--- src/pkg/pecu_consts.svh ---
// Constants of the performance event counter unit: map, fields, codes.
// Assumes inclusion by bare name; definitions only.
`ifndef PECU_CONSTS_SVH
`define PECU_CONSTS_SVH

// ****************************************
// Sizes
// ****************************************
`define PECU_CTR_W      48
`define PECU_NUM_GP     2
`define PECU_NUM_FX     3
`define PECU_NUM_CTR    5
`define PECU_SYNC_W     3

// ****************************************
// Register addresses
// ****************************************
`define PECU_A_FIX_CTL  12'h38d
`define PECU_A_GLB_EN   12'h380
`define PECU_A_GLB_ST   12'h381
`define PECU_A_GLB_CLR  12'h382
`define PECU_A_DBG      12'h383
`define PECU_A_PRECISE  12'h384
`define PECU_A_ENUM_EV  12'h385
`define PECU_A_ENUM_FX  12'h386
`define PECU_A_GP_CTR   12'h0c1
`define PECU_A_GP_SEL   12'h186
`define PECU_A_FX_CTR   12'h309

// ****************************************
// Field positions
// ****************************************
`define PECU_ST_FX_LO   32
`define PECU_ST_SMP     62
`define PECU_ST_CHG     63
`define PECU_DBG_FRZ_BR 11
`define PECU_DBG_FRZ_CT 12
`define PECU_SEL_USR    16
`define PECU_SEL_OS     17
`define PECU_SEL_INT    20
`define PECU_SEL_EN     22
`define PECU_FXC_RING0  0
`define PECU_FXC_RING3  1
`define PECU_FXC_IRQ    3
`define PECU_FXC_W      4

// ****************************************
// Event codes {qualifier, event select} and enumeration
// ****************************************
`define PECU_EV_CORE    16'h003c
`define PECU_EV_INSTR   16'h00c0
`define PECU_EV_REF     16'h013c
`define PECU_EV_LLCREF  16'h4f2e
`define PECU_EV_LLCMISS 16'h412e
`define PECU_EV_BR      16'h00c4
`define PECU_EV_BRMISS  16'h00c5
`define PECU_EV_UNAVAIL 7'h00
`define PECU_FX_NUM_ENC 5'h03
`define PECU_FX_W_ENC   8'h30

`endif

--- src/pkg/pecu_pkg.sv ---
// Types of the performance event counter unit.
// Assumes the constants header is on the include path.
`default_nettype none
`include "pecu_consts.svh"

package pecu_pkg;

  // State of the top block, counters apart
  typedef struct packed {
    logic [11:0]                fix_ctl;   // Three 4-bit controls
    logic [`PECU_NUM_GP-1:0][31:0] evsel;  // Event selects
    logic [`PECU_NUM_CTR-1:0]   glob_en;   // Global enables
    logic [`PECU_NUM_CTR-1:0]   ovf;       // Overflow status
    logic                       smp_flag;  // Sample buffer flag
    logic                       chg_flag;  // Condition changed
    logic [`PECU_NUM_GP-1:0]    precise;   // Precise sampling on
    logic                       frz_br;    // Freeze records on irq
    logic                       frz_ct;    // Freeze counters on irq
    logic [63:0]                rdata;     // Read answer
    logic                       rvalid;    // Read answer strobe
    logic                       irq;       // Interrupt pulse
    logic                       smp_req;   // Sample store pulse
    logic                       br_frz;    // Record freeze pulse
    logic [`PECU_SYNC_W-1:0]    stop_sync; // Stop clock pin sync
    logic [`PECU_SYNC_W-1:0]    ref_sync;  // Reference tick sync
  } pecu_state_t;

  // State of one counter
  typedef struct packed {
    logic [`PECU_CTR_W-1:0] value;
  } pecu_cnt_t;

endpackage : pecu_pkg
`default_nettype wire

--- src/design/pecu_counter.sv ---
// One counter of the unit: write, increment and wrap detection.
// Assumes the caller prepares the written value at full width.
`timescale 1ns/1ps
`default_nettype none
`include "pecu_consts.svh"

module pecu_counter (
  input  wire logic                   clk,
  input  wire logic                   reset,
  input  wire logic                   inc,
  input  wire logic                   wr_en,
  input  wire logic [`PECU_CTR_W-1:0] wr_val,
  output logic      [`PECU_CTR_W-1:0] value,
  output logic                        wrap
);

  pecu_pkg::pecu_cnt_t q_ff;   // Registered count
  pecu_pkg::pecu_cnt_t nxt_q;  // Next count

  // ****************************************
  // Next count
  // ****************************************
  // A write wins over an event in the same cycle, so software
  // always sees exactly the value it loaded.
  always_comb begin
    nxt_q = q_ff;
    if (wr_en) begin
      nxt_q.value = wr_val;
    end else if (inc) begin
      nxt_q.value = q_ff.value + `PECU_CTR_W'(1);
    end
  end

  always_ff @(posedge clk) begin
    if (reset) begin
      q_ff <= '0;
    end else begin
      q_ff <= nxt_q;
    end
  end

  assign value = q_ff.value;
  assign wrap  = inc & ~wr_en & (&q_ff.value);

endmodule : pecu_counter
`default_nettype wire

--- src/design/pecu_top.sv ---
// Performance event counter unit: two general and three fixed counters,
// global enable, overflow status and clear, reached by register port.
// Assumes event inputs are on clk except the stop clock pin and the
// reference tick, which is much slower than clk.
`timescale 1ns/1ps
`default_nettype none
`include "pecu_consts.svh"

// Functional notes
// - Enumeration bits 0-6 mark unavailable events
// - Core cycles count only while core runs
// - Instruction counts once at last micro-op
// - No instruction count on VM exit
// - Reference cycles count while core runs
// - Count last level cache references
// - Count last level cache misses
// - Count retired branch instructions
// - Count retired mispredicted branches
// - Fixed counters configured by one control register
// - Two-bit privilege enable per fixed counter
// - Fourth control bit enables overflow interrupt
// - Count only when global and local enabled
// - Status bits 0,1,32-34 flag overflows
// - Precise overflow: interrupt, store, flag buffer
// - Condition-changed bit on control state change
// - One clear write clears selected overflow bits
// - Enumerate fixed counter count and width
// - Debug bits 11, 12 freeze on interrupt
// - General counter needs select enable bit 22
// - General counter write sign-extends from bit 31
module pecu_top (
  input  wire logic        clk,
  input  wire logic        reset,
  input  wire logic        msr_wr,         // Register write strobe
  input  wire logic        msr_rd,         // Register read strobe
  input  wire logic [11:0] msr_addr,       // Register address
  input  wire logic [63:0] msr_wdata,      // Write data
  output logic      [63:0] msr_rdata,      // Read data
  output logic             msr_rvalid,     // Read data valid
  input  wire logic        cpl0,           // Core at ring 0
  input  wire logic        cstate_idle,    // Low power idle state
  input  wire logic        halt,           // Halted
  input  wire logic        stop_clock_input, // Pin, asynchronous
  input  wire logic        thermal_throttle, // Throttled
  input  wire logic        freq_switch,    // Frequency switch phase
  input  wire logic        ref_tick,       // Reference clock level
  input  wire logic        retire_last_uop, // Last micro-op retired
  input  wire logic        retire_fault,   // Fault before last uop
  input  wire logic        vm_exit,        // VM exit condition
  input  wire logic        last_level_cache_ref,  // Cache reference
  input  wire logic        last_level_cache_miss, // Cache miss
  input  wire logic        branch_retire,  // Branch retired
  input  wire logic        branch_mispredict, // Mispredict retired
  output logic             counter_overflow_interrupt, // To local irq
  output logic             sample_store_req,  // Store sample records
  output logic             branch_record_freeze // Freeze records
);

  // ****************************************
  // State and event nets
  // ****************************************
  pecu_pkg::pecu_state_t q_ff;   // Registered state
  pecu_pkg::pecu_state_t nxt_q;  // Next state

  logic [`PECU_NUM_CTR-1:0]                  inc;   // Per counter
  logic [`PECU_NUM_CTR-1:0]                  wr;    // Counter write
  logic [`PECU_NUM_CTR-1:0][`PECU_CTR_W-1:0] wval;  // Written value
  logic [`PECU_NUM_CTR-1:0][`PECU_CTR_W-1:0] cnt;   // Counter values
  logic [`PECU_NUM_CTR-1:0]                  wrap;  // Wrap pulses
  logic [6:0]                                evs;   // Event bits
  logic                                      core_run;
  logic                                      instr_ev;
  logic                                      ref_ev;
  logic [`PECU_NUM_CTR-1:0]                  clr;   // Clear mask
  logic                                      clr_smp;
  logic                                      clr_chg;

  // Map a {qualifier, event} code to one of the seven events
  function automatic logic gp_hit(input logic [15:0] code,
                                  input logic [6:0]  ev);
    case (code)
      `PECU_EV_CORE:    gp_hit = ev[0];
      `PECU_EV_INSTR:   gp_hit = ev[1];
      `PECU_EV_REF:     gp_hit = ev[2];
      `PECU_EV_LLCREF:  gp_hit = ev[3];
      `PECU_EV_LLCMISS: gp_hit = ev[4];
      `PECU_EV_BR:      gp_hit = ev[5];
      `PECU_EV_BRMISS:  gp_hit = ev[6];
      default:          gp_hit = 1'b0;
    endcase
  endfunction : gp_hit

  // ****************************************
  // Event conditioning
  // ****************************************
  // core cycles gated
  assign core_run = ~(cstate_idle | halt | q_ff.stop_sync[2] |
                      thermal_throttle | freq_switch);
  // vm exit suppressed, interrupts and traps still counted
  assign instr_ev = retire_last_uop & ~retire_fault & ~vm_exit;
  assign ref_ev   = q_ff.ref_sync[1] & ~q_ff.ref_sync[2] & core_run;
  assign evs = {branch_mispredict, branch_retire, last_level_cache_miss,
                last_level_cache_ref, ref_ev, instr_ev, core_run} &
               ~`PECU_EV_UNAVAIL;

  // ****************************************
  // Counter enables and writes
  // ****************************************
  always_comb begin
    inc  = '0;
    wr   = '0;
    wval = '0;
    for (int i = 0; i < `PECU_NUM_GP; i++) begin
      // global AND select enable AND privilege
      inc[i] = q_ff.glob_en[i] & q_ff.evsel[i][`PECU_SEL_EN] &
               ((q_ff.evsel[i][`PECU_SEL_OS] & cpl0) |
                (q_ff.evsel[i][`PECU_SEL_USR] & ~cpl0)) &
               gp_hit(q_ff.evsel[i][15:0], evs);
      wr[i]  = msr_wr & (msr_addr == `PECU_A_GP_CTR + 12'(i));
      wval[i] = {{(`PECU_CTR_W-32){msr_wdata[31]}}, msr_wdata[31:0]};
    end
    for (int j = 0; j < `PECU_NUM_FX; j++) begin
      // ring 0 and ring above 0 enables
      inc[`PECU_NUM_GP+j] = q_ff.glob_en[`PECU_NUM_GP+j] &
        ((q_ff.fix_ctl[`PECU_FXC_W*j+`PECU_FXC_RING0] & cpl0) |
         (q_ff.fix_ctl[`PECU_FXC_W*j+`PECU_FXC_RING3] & ~cpl0)) &
        ((j == 0) ? evs[1] : (j == 1) ? evs[0] : evs[2]);
      wr[`PECU_NUM_GP+j] = msr_wr &
        (msr_addr == `PECU_A_FX_CTR + 12'(j));
      // bits above the width are dropped
      wval[`PECU_NUM_GP+j] = msr_wdata[`PECU_CTR_W-1:0];
    end
  end

  // ****************************************
  // Counters
  // ****************************************
  for (genvar g = 0; g < `PECU_NUM_CTR; g++) begin : g_ctr
    pecu_counter u_ctr (
      .clk    (clk),
      .reset  (reset),
      .inc    (inc[g]),
      .wr_en  (wr[g]),
      .wr_val (wval[g]),
      .value  (cnt[g]),
      .wrap   (wrap[g])
    );
  end

  assign clr = (msr_wr && msr_addr == `PECU_A_GLB_CLR) ?
               {msr_wdata[`PECU_ST_FX_LO+2:`PECU_ST_FX_LO],
                msr_wdata[1:0]} : '0;
  assign clr_smp = msr_wr && msr_addr == `PECU_A_GLB_CLR &&
                   msr_wdata[`PECU_ST_SMP];
  assign clr_chg = msr_wr && msr_addr == `PECU_A_GLB_CLR &&
                   msr_wdata[`PECU_ST_CHG];

  // ****************************************
  // Next state
  // ****************************************
  always_comb begin
    logic [`PECU_NUM_CTR-1:0] set;
    logic [`PECU_NUM_CTR-1:0] pclr;
    logic                     smp;
    logic                     irq;
    logic                     chg;
    set   = '0;
    pclr  = '0;
    smp   = 1'b0;
    irq   = 1'b0;
    chg   = 1'b0;
    nxt_q = q_ff;
    // Stop pin passes three flops before use, reference tick two and three
    nxt_q.stop_sync = {q_ff.stop_sync[1:0], stop_clock_input};
    nxt_q.ref_sync  = {q_ff.ref_sync[1:0], ref_tick};
    for (int i = 0; i < `PECU_NUM_CTR; i++) begin
      if (wrap[i]) begin
        if (i < `PECU_NUM_GP && q_ff.precise[i]) begin
          pclr[i] = 1'b1;
          smp     = 1'b1;
          irq     = 1'b1;
        end else begin
          set[i] = 1'b1;
          if (i < `PECU_NUM_GP) begin
            irq = irq | q_ff.evsel[i][`PECU_SEL_INT];
          end else begin
            irq = irq | q_ff.fix_ctl[`PECU_FXC_W*(i-`PECU_NUM_GP) +
                                     `PECU_FXC_IRQ];
          end
        end
      end
    end
    // Control writes; any change except to the debug bits marks the condition bit
    if (msr_wr) begin
      case (msr_addr)
        `PECU_A_FIX_CTL: begin
          nxt_q.fix_ctl = msr_wdata[11:0];
          chg = nxt_q.fix_ctl != q_ff.fix_ctl;
        end
        `PECU_A_GLB_EN: begin
          nxt_q.glob_en = {msr_wdata[`PECU_ST_FX_LO+2:`PECU_ST_FX_LO],
                           msr_wdata[1:0]};
          chg = nxt_q.glob_en != q_ff.glob_en;
        end
        `PECU_A_GP_SEL: begin
          nxt_q.evsel[0] = msr_wdata[31:0];
          chg = nxt_q.evsel[0] != q_ff.evsel[0];
        end
        `PECU_A_GP_SEL + 12'h001: begin
          nxt_q.evsel[1] = msr_wdata[31:0];
          chg = nxt_q.evsel[1] != q_ff.evsel[1];
        end
        `PECU_A_PRECISE: begin
          nxt_q.precise = msr_wdata[`PECU_NUM_GP-1:0];
          chg = nxt_q.precise != q_ff.precise;
        end
        `PECU_A_DBG: begin
          nxt_q.frz_br = msr_wdata[`PECU_DBG_FRZ_BR];
          nxt_q.frz_ct = msr_wdata[`PECU_DBG_FRZ_CT];
        end
        default: begin
          chg = 1'b0;
        end
      endcase
    end
    // freezing counters drops all global enables
    if (irq && q_ff.frz_ct) begin
      nxt_q.glob_en = '0;
    end
    // clear, but a new overflow wins
    nxt_q.ovf      = (q_ff.ovf & ~clr & ~pclr) | set;
    // buffer flag set, set wins over clear
    nxt_q.smp_flag = (q_ff.smp_flag & ~clr_smp) | smp;
    nxt_q.chg_flag = (q_ff.chg_flag & ~clr_chg) | chg;
    nxt_q.irq      = irq;
    nxt_q.smp_req  = smp;
    nxt_q.br_frz   = irq & q_ff.frz_br;
    // Register reads; unmapped and write-only read as zero
    nxt_q.rvalid = msr_rd;
    nxt_q.rdata  = '0;
    if (msr_rd) begin
      case (msr_addr)
        `PECU_A_FIX_CTL: nxt_q.rdata[11:0] = q_ff.fix_ctl;
        `PECU_A_GLB_EN: begin
          nxt_q.rdata[1:0] = q_ff.glob_en[1:0];
          nxt_q.rdata[`PECU_ST_FX_LO+2:`PECU_ST_FX_LO] =
            q_ff.glob_en[4:2];
        end
        `PECU_A_GLB_ST: begin
          nxt_q.rdata[1:0] = q_ff.ovf[1:0];
          nxt_q.rdata[`PECU_ST_FX_LO+2:`PECU_ST_FX_LO] = q_ff.ovf[4:2];
          nxt_q.rdata[`PECU_ST_SMP] = q_ff.smp_flag;
          nxt_q.rdata[`PECU_ST_CHG] = q_ff.chg_flag;
        end
        `PECU_A_DBG: begin
          nxt_q.rdata[`PECU_DBG_FRZ_BR] = q_ff.frz_br;
          nxt_q.rdata[`PECU_DBG_FRZ_CT] = q_ff.frz_ct;
        end
        `PECU_A_PRECISE: nxt_q.rdata[1:0] = q_ff.precise;
        `PECU_A_ENUM_EV: nxt_q.rdata[6:0] = `PECU_EV_UNAVAIL;
        `PECU_A_ENUM_FX: nxt_q.rdata[12:0] = {`PECU_FX_W_ENC,
                                              `PECU_FX_NUM_ENC};
        `PECU_A_GP_SEL:           nxt_q.rdata[31:0] = q_ff.evsel[0];
        `PECU_A_GP_SEL + 12'h001: nxt_q.rdata[31:0] = q_ff.evsel[1];
        `PECU_A_GP_CTR:           nxt_q.rdata[47:0] = cnt[0];
        `PECU_A_GP_CTR + 12'h001: nxt_q.rdata[47:0] = cnt[1];
        `PECU_A_FX_CTR:           nxt_q.rdata[47:0] = cnt[2];
        `PECU_A_FX_CTR + 12'h001: nxt_q.rdata[47:0] = cnt[3];
        `PECU_A_FX_CTR + 12'h002: nxt_q.rdata[47:0] = cnt[4];
        default:                  nxt_q.rdata = '0;
      endcase
    end
  end

  // ****************************************
  // State register
  // ****************************************
  always_ff @(posedge clk) begin
    if (reset) begin
      q_ff <= '0;
    end else begin
      q_ff <= nxt_q;
    end
  end

  // Every output straight from a flop
  assign msr_rdata                  = q_ff.rdata;
  assign msr_rvalid                 = q_ff.rvalid;
  assign counter_overflow_interrupt = q_ff.irq;
  assign sample_store_req           = q_ff.smp_req;
  assign branch_record_freeze       = q_ff.br_frz;
endmodule : pecu_top
`default_nettype wire

--- config.mk ---
export PLATFORM = sky130hd
export DESIGN_NAME = pecu_top
export DESIGN_NICKNAME = d
export VERILOG_FILES = /design/src/pkg/pecu_pkg.sv /design/src/design/pecu_counter.sv /design/src/design/pecu_top.sv
export VERILOG_INCLUDE_DIRS = /design/src /design/src/pkg
export SDC_FILE = /design/constraint.sdc
export NUM_CORES = 1
export LEC_CHECK = 0
export ABC_AREA = 1
export BUFFER_PORTS_ARGS = -buffer_cell sky130_fd_sc_hd__buf_2
export CAP_MARGIN = 25
export CORE_MARGIN = 10
export CORE_UTILIZATION = 56
export DETAILED_ROUTE_END_ITERATION = 10
export PLACE_DENSITY_LB_ADDON = 0.25
export SETUP_SLACK_MARGIN = 0.3
export SYNTH_ARGS = -nofsm -noshare
export SYNTH_HDL_FRONTEND = slang
export SYNTH_SLANG_ARGS = --single-unit
--- constraint.sdc ---
create_clock -name clk -period 1.93 [get_ports clk]
set_input_delay 0.386 -clock clk [delete_from_list [all_inputs] [get_ports clk]]
set_output_delay 0.386 -clock clk [all_outputs]
set_load 0.05 [all_outputs]
==> results of run 1 <==
stage by stage:
| stage | std cells | setup WS (ns) | TNS [ns] | util | hold WS (ns) |
|---|---|---|---|---|---|
| CTS | 5561 | -0.288 | -27.01 | 0.872 | 0.0244 |
| detailed placement | 5355 | -0.586 | -109.70 | 0.772 | 0.402 |
| global placement | 5355 | -0.566 | -99.19 | 0.772 | 0.391 |
| floorplan | 3893 | -0.0319 | -0.223 | - | 0.388 |
cells by family after synthesis:
logic type,share of synthesized area
buffers and inverters,0.117
other,0.000148
xor gates and xnor gates,0.0686
DFF,0.310
and+or+nand+nor,0.314
adders and majority gates,0.00247
AOI/OAI and AO/OA,0.187
metal layers:
metal	overflow	global-route usage
met1	3	0.753
met2	49	0.893
met3	4	0.662
met4	19	0.725
met5	0	0.451
what timing repair did:
item                                    CTS
pin swaps                               159
hold buffers                              1
setup buffers                           100
endpoints found under the hold margin     1
cloned                                   20
endpoints found under the setup margin  289
gates resized for setup                 424
==> run metrics, run 1 <==
Die X=233 um; Post-Synthesis Cells=3880; YS warnings=0; Buffers on Ports=133; Stopped at=global routing (5_1_grt); First Err=[ERROR GRT-0232] Routing congestion too high. Check the congestion heatmap in the GUI.; clk buf depth=3; Tot GR Track Use=0.761; GRT overflow=75; initial antenna violation count=29; GR repair worst EP=g_ctr[1].u_ctr.value[26]$_SDFFE_PP0P_/D; Synth Cell Area=0.0253 sq mm; io pins=162; largest net degree at the start of global routing=179; ys async rst share=0; Root Buffer=clkbuf_16; HPWL after detailed placement=99.2 mm; post-synth cell types=63; Placer Congestion=1.14; Yosys top cell by area=dfxtp_1; status=stopped before the end; Starting Density=0.570; H-tree depth=2; number of flops mapped to enable cells by yosys=0; post-synthesis sequential area ratio=0.310; Site Rows=77; cell with the most instances after synthesis=nand2_1; Die H=233 um; synth top area cells=dfxtp_1, nand2_1, inv_1; Worst End Pin Type=register data pin; Yosys top cell area share=0.310; Post-DP Area=0.0343 sq mm; top post-synthesis cells by count=nand2_1, inv_1, dfxtp_1, nor2_1, a21oi_1; Primary FF master, synth=dfxtp_1; Seq cells post-synth=392; synthesized area per cell=6.52 sq um; clock sinks=392; Num CTS Buffers=46
==> inputs of run 2 (changes only) <==
- CORE_UTILIZATION: 56 -> 40
- PLACE_DENSITY_LB_ADDON: 0.25 -> 0.15
- SETUP_SLACK_MARGIN: 0.3 -> unset
- clock period: 1.93 -> 2.5 ns (I/O delays scaled with it)
==> run metrics, run 2 <==
RSZ-0062 raised after global routing=yes; Seq cells post-synth=392; Post-Synthesis Cells=3880; YS warnings=0; clk buf depth=3; worst-path maximum fanout=5; worst hold margin=0.0981 ns; worst path arrival time=2.93 ns; clk slew on worst S/H paths=0.06 ns; synth top area cells=dfxtp_1, nand2_1, inv_1; post-synthesis sequential area ratio=0.310; Final min period=2.42 ns; Tot GR Track Use=0.327; status=complete, no violations; cell with the most instances after synthesis=nand2_1; First-pass DRT Iterations=6; Root Buffer=clkbuf_16; max-cap viol count=0; DRC=0; Num CTS Buffers=49; post-route ant nets=0; post-synth cell types=63; Buffers on Ports=133; Fin. Hold Viols=0; Synth Cell Area=0.0253 sq mm; Placer Congestion=1.04; final cell count without fillers=5292; Slew @ Worst Pin=1.05 ns; Core ar.=0.0629 sq mm; Starting Density=0.402; slew margin rel.=0.303; synthesized area per cell=6.52 sq um; area delta synth->final=27.9%; ys async rst share=0; largest net degree at the start of global routing=159; DRT iter0 DRCs=3792; leakage=13.1 nW; Die H=271 um; number of nets in the layout=4507; # hold bufs at CTS=0; crit path cell chain=ha_2, nand2_2, nor2_4, nand3_2, nor2_4, nand4_4, nor3_4, nand3_2, nor2_1, buf_4, nand4_1, nand2_2, nand2_2, nand2_4, nor2_2; Max IR drop VDD=0.460 mV; layout cell share with drive strength beyond 1=0.211; Crit Path Category=flip-flop to flip-flop; Critical Path Source Type=flip-flop; Setup violations, final=0; crit-path leading delay family=simple AND/OR/NAND/NOR gates; Critical Path Slowest Stage Cell=dfxtp_2; number of global-route vias before repair=27.5k; full die area=0.0737 sq mm; Yosys top cell by area=dfxtp_1; clock sinks=392; utilization after layout=0.515; GRT overflow=0; final WL=126 mm; worst clock skew=0.0338 ns; CTS tree=built; crit-path most repeated cell=nand2_2; Critical path buffers and inverters=1; most common cell after layout, fill and taps aside=nand2_1; Die X=271 um; number of flops mapped to enable cells by yosys=0; clk_lat worst skew=0.62 ns; most frequent cells in the layout=nand2_1, buf_4, inv_1, dfxtp_1, nor2_1; H-tree depth=2; Primary FF master, synth=dfxtp_1; initial antenna violation count=4; Required @ worst endpoint=3.01 ns; first-pass GRT wire length=182 mm; Inst Count DP=5191; Max Slew Vio Count=0; detailed-route via count=30.1k; top post-synthesis cells by count=nand2_1, inv_1, dfxtp_1, nor2_1, a21oi_1; Yosys top cell area share=0.310; Worst Hold Class=input port to flip-flop; period utilization=0.967; Pwr Density=446 mW/mm^2; Critical Path End Type=flip-flop; CP peak stage delay=0.33 ns; drt wl/cell=23.8 um; io pins=162; Largest register FFs=240; HPWL after detailed placement=98.5 mm; Site Rows=92; Via density=5.68; f_max=0.414 GHz
[run 2: cell type report]
cell class,count,area [sq um]
repair buffers,686,5240
flip-flops and latches,392,7860
clock buffers,63,1350
inverters,479,1800
multi-input cells,2800,14800
diodes,1,2.50
fillers,6550,30500
clock inverters,25,263
well taps,846,1060
[run 2: cells by family (layout without fill, tap and decap cells)]
logic type               after synthesis  after routing  share of synthesized area
buffers and inverters                702           1253                      0.117
adder cells (fa/ha/maj)                5              5                    0.00247
flip-flops                           392            392                      0.310
XOR/XNOR                             198            198                     0.0686
AND/OR/NAND/NOR                     1769           1770                      0.314
AO/OA/AOI/OAI                        813            813                      0.187
other                                  1             15                   0.000148
[run 2: worst register-to-register path, stage by stage (launching register included)]
cell,delay [ns]
dfxtp_2,0.33
ha_2,0.19
nand2_2,0.08
nor2_4,0.12
nand3_2,0.11
nor2_4,0.18
nand4_4,0.12
nor3_4,0.27
nand3_2,0.15
nor2_1,0.12
buf_4,0.16
nand4_1,0.13
nand2_2,0.13
nand2_2,0.07
nand2_4,0.11
nor2_2,0.06
[run 2: where the power goes]
part	switching, mW	internal [mW]
registers	0.00174	6.25
logic	0.592	0.191
clock network	3.18	4.23
total	3.77	10.7
[run 2: timing repair]
item                       in CTS  in global routing
setup endpoints to repair       0                 82
resized for setup               0                 70
buffers inserted                0                 10
[run 2: metal layers]
layer	GRT usage	vias up	wire length, um
met4	0.144	4	6130
met3	0.0735	266	15100
met1	0.453	14095	52600
li1	-	13991	-
met2	0.476	1696	52200
met5	0	-	29
[run 2: path summary, 6_finish.rpt]
kind	to	slack [ns]	cells after the start	startpoint
worst max register to register	q_ff[89]	0.08	15	g_ctr[0].u_ctr.value[0]
worst min-delay path	nxt_q[1]	0.1	3	ref_tick
worst min register to register	nxt_q[5]	0.41	2	nxt_q[4]
worst max-delay path	q_ff[89]	0.08	15	g_ctr[0].u_ctr.value[0]
[run 2: through the flow]
stage	cell area (sq um)	TNS (ns)	worst slack (ns)	total power, mW
after detailed placement	30400	-4.02	-0.279	7.14
after floorplan	25300	0	0.399	6.71
final	32400	0	0.0831	14.4
after global routing	32300	-0.133	-0.0283	14.7
after global placement	30400	-3.17	-0.263	7.14
after CTS	32000	0	0.00321	14.5
Note: power is estimated with default switching activity, not from simulation.
==> inputs of run 3 (changes only) <==
- CELL_PAD_IN_SITES_DETAIL_PLACEMENT: unset -> 1
- CELL_PAD_IN_SITES_GLOBAL_PLACEMENT: unset -> 2
- CORE_UTILIZATION: 40 -> 34
==> run metrics, run 3 (synthesized netlist as in run 2, its figures left out) <==
largest net degree at the start of global routing=179; Critical Path End Type=flip-flop; Die X=293 um; Core ar.=0.0733 sq mm; worst path arrival time=3.01 ns; Starting Density=0.345; Power Internal=11.8 mW; detailed-route via count=30.7k; RSZ-0062 raised after global routing=yes; Design Power=15.8 mW; Pwr Density=468 mW/mm^2; clk slew on worst S/H paths=0.06 ns; Setup violations, final=0; Fin. Hold Viols=0; sequential power share=0.396; filler cell count=9552; Post-DP Area=0.0312 sq mm; DRC=0; Multi-input gate area=0.0150 sq mm; number of global-route vias before repair=30.3k; # hold bufs at CTS=0; Root Buffer=clkbuf_16; Largest register FFs=240; final WL=143 mm; initial antenna violation count=3; Site Rows=99; Via density=5.58; most common cell after layout, fill and taps aside=nand2_1; Num CTS Buffers=51; Switch Pwr=3.97 mW; crit path cell chain=ha_2, nand3_2, nor2_4, nand3_4, nand3b_1, nor2_2, nand2_2, nor2_2, buf_4, nand3b_1, nand3_4, nor2_1, nand2_2, buf_6, nand2_1, nor2_1; clock sinks=392; post-route ant nets=0; slew margin rel.=0.291; final instance area=0.0337 sq mm; Critical path buffers and inverters=2; full die area=0.0857 sq mm; leakage=13.7 nW; utilization after layout=0.460; clk buf depth=3; Critical Path Source Type=flip-flop; DRT iter0 DRCs=2980; switching share of power=0.251; max-cap viol count=0; Critical Path Slowest Stage Cell=dfxtp_2; Max Slew Vio Count=0; crit-path leading delay family=simple AND/OR/NAND/NOR gates; area delta synth->final=33.2%; Slew @ Worst Pin=1.06 ns; Tot GR Track Use=0.320; Max IR drop VDD=0.571 mV; io pins=162; clk_lat worst skew=0.64 ns; Placer Congestion=1.02; first-pass GRT wire length=205 mm; most frequent cells in the layout=nand2_1, buf_4, inv_1, dfxtp_1, nor2_1; status=complete, no violations; HPWL after detailed placement=113 mm; drt wl/cell=26.0 um; period utilization=0.984; f_max=0.406 GHz; FF/Latch Area=0.00787 sq mm; Worst Hold Class=input port to flip-flop; Required @ worst endpoint=3.05 ns; post-route setup TNS=0 ns; logic gate share of total power=0.053; H-tree depth=2; Buffers on Ports=133; reg2reg setup slack=0.04 ns; Final min period=2.46 ns; layout cell share with drive strength beyond 1=0.235; number of nets in the layout=4588; setup ws final=0.0394 ns; CTS tree=built; Crit Path Category=flip-flop to flip-flop; worst clock skew=0.0364 ns; GRT overflow=0; First-pass DRT Iterations=5; Setup WS pre-CTS=-0.450 ns; Die H=293 um; Clk pwr share=0.551; CP peak stage delay=0.34 ns; worst-path maximum fanout=2
==> run 3: cell types whose count changed in the layout (fill, tap and decap cells not counted), moves of 4 or more <==
cell and change:
nand3_2 +4, nand2_2 +7, dfxtp_1 -8, nor2_2 -6
buf_12 +6, nand2_1 -8, buf_4 +74, bufinv_16 +8
nor2_1 -7, clkbuf_8 +4, clkbuf_1 -4, dfxtp_2 +5
nand3_1 -7, nor2_4 +12
==> run 3: power groups by stage <==
stage                     Sequential, mW  Combinational [mW]  Clock [mW]
after floorplan                     6.39               0.315           0
after global placement              6.39               0.790           0
after detailed placement            6.39               0.792           0
after CTS                           6.25               0.797        8.82
after global routing                6.25               0.848        9.05
final                               6.25               0.832        8.71
==> run 3: stage by stage <==
| step | std cells | hold slack (ns) |
|---|---|---|
| after floorplan | 3893 | 0.388 |
| after global placement | 5378 | 0.388 |
| after detailed placement | 5378 | 0.401 |
| after CTS | 5474 | 0.0736 |
| after global routing | 5491 | 0.101 |
| final | 5493 | 0.0967 |
==> run 3: repair_timing <==
action | 4_1_cts | 5_1_grt
endpoints found under the setup margin | 35 | 92
gates resized for setup | 6 | 123
setup buffers | 0 | 18
pin swaps | 1 | 45
hold endpoints to repair | 0 | 0
==> run 3: worst reg2reg max path: cells and delay by family (launching register included) <==
kind,cells,cell delay [ns]
AND/OR/NAND/NOR,13,1.63
flip-flops,1,0.34
adder cells (fa/ha/maj),1,0.19
buffers and inverters,2,0.25
==> run 3: metal layers <==
metal	global-route usage	part of all wire	up-vias
li1	-	-	14146
met1	0.436	0.44	15019
met2	0.502	0.44	1259
met3	0.0587	0.087	235
met4	0.108	0.037	0
met5	0	0	-
==> run 3: cell type report <==
class,count,share of cell area
Multi-Input combinational cell,2799,0.444
Sequential cell,392,0.234
Timing Repair Buffer,766,0.175
Inverter,479,0.0535
Clock buffer,66,0.0434
Tap cell,959,0.0356
Clock inverter,30,0.0144
Antenna cell,2,0.000149
==> run 3: worst paths after layout <==
kind                            from                   end  cells after the start
max          g_ctr[2].u_ctr.value[1]  branch_record_freeze                     16
min                         ref_tick              nxt_q[1]                      3
max reg2reg  g_ctr[2].u_ctr.value[1]  branch_record_freeze                     16
min reg2reg                 nxt_q[4]              nxt_q[5]                      2
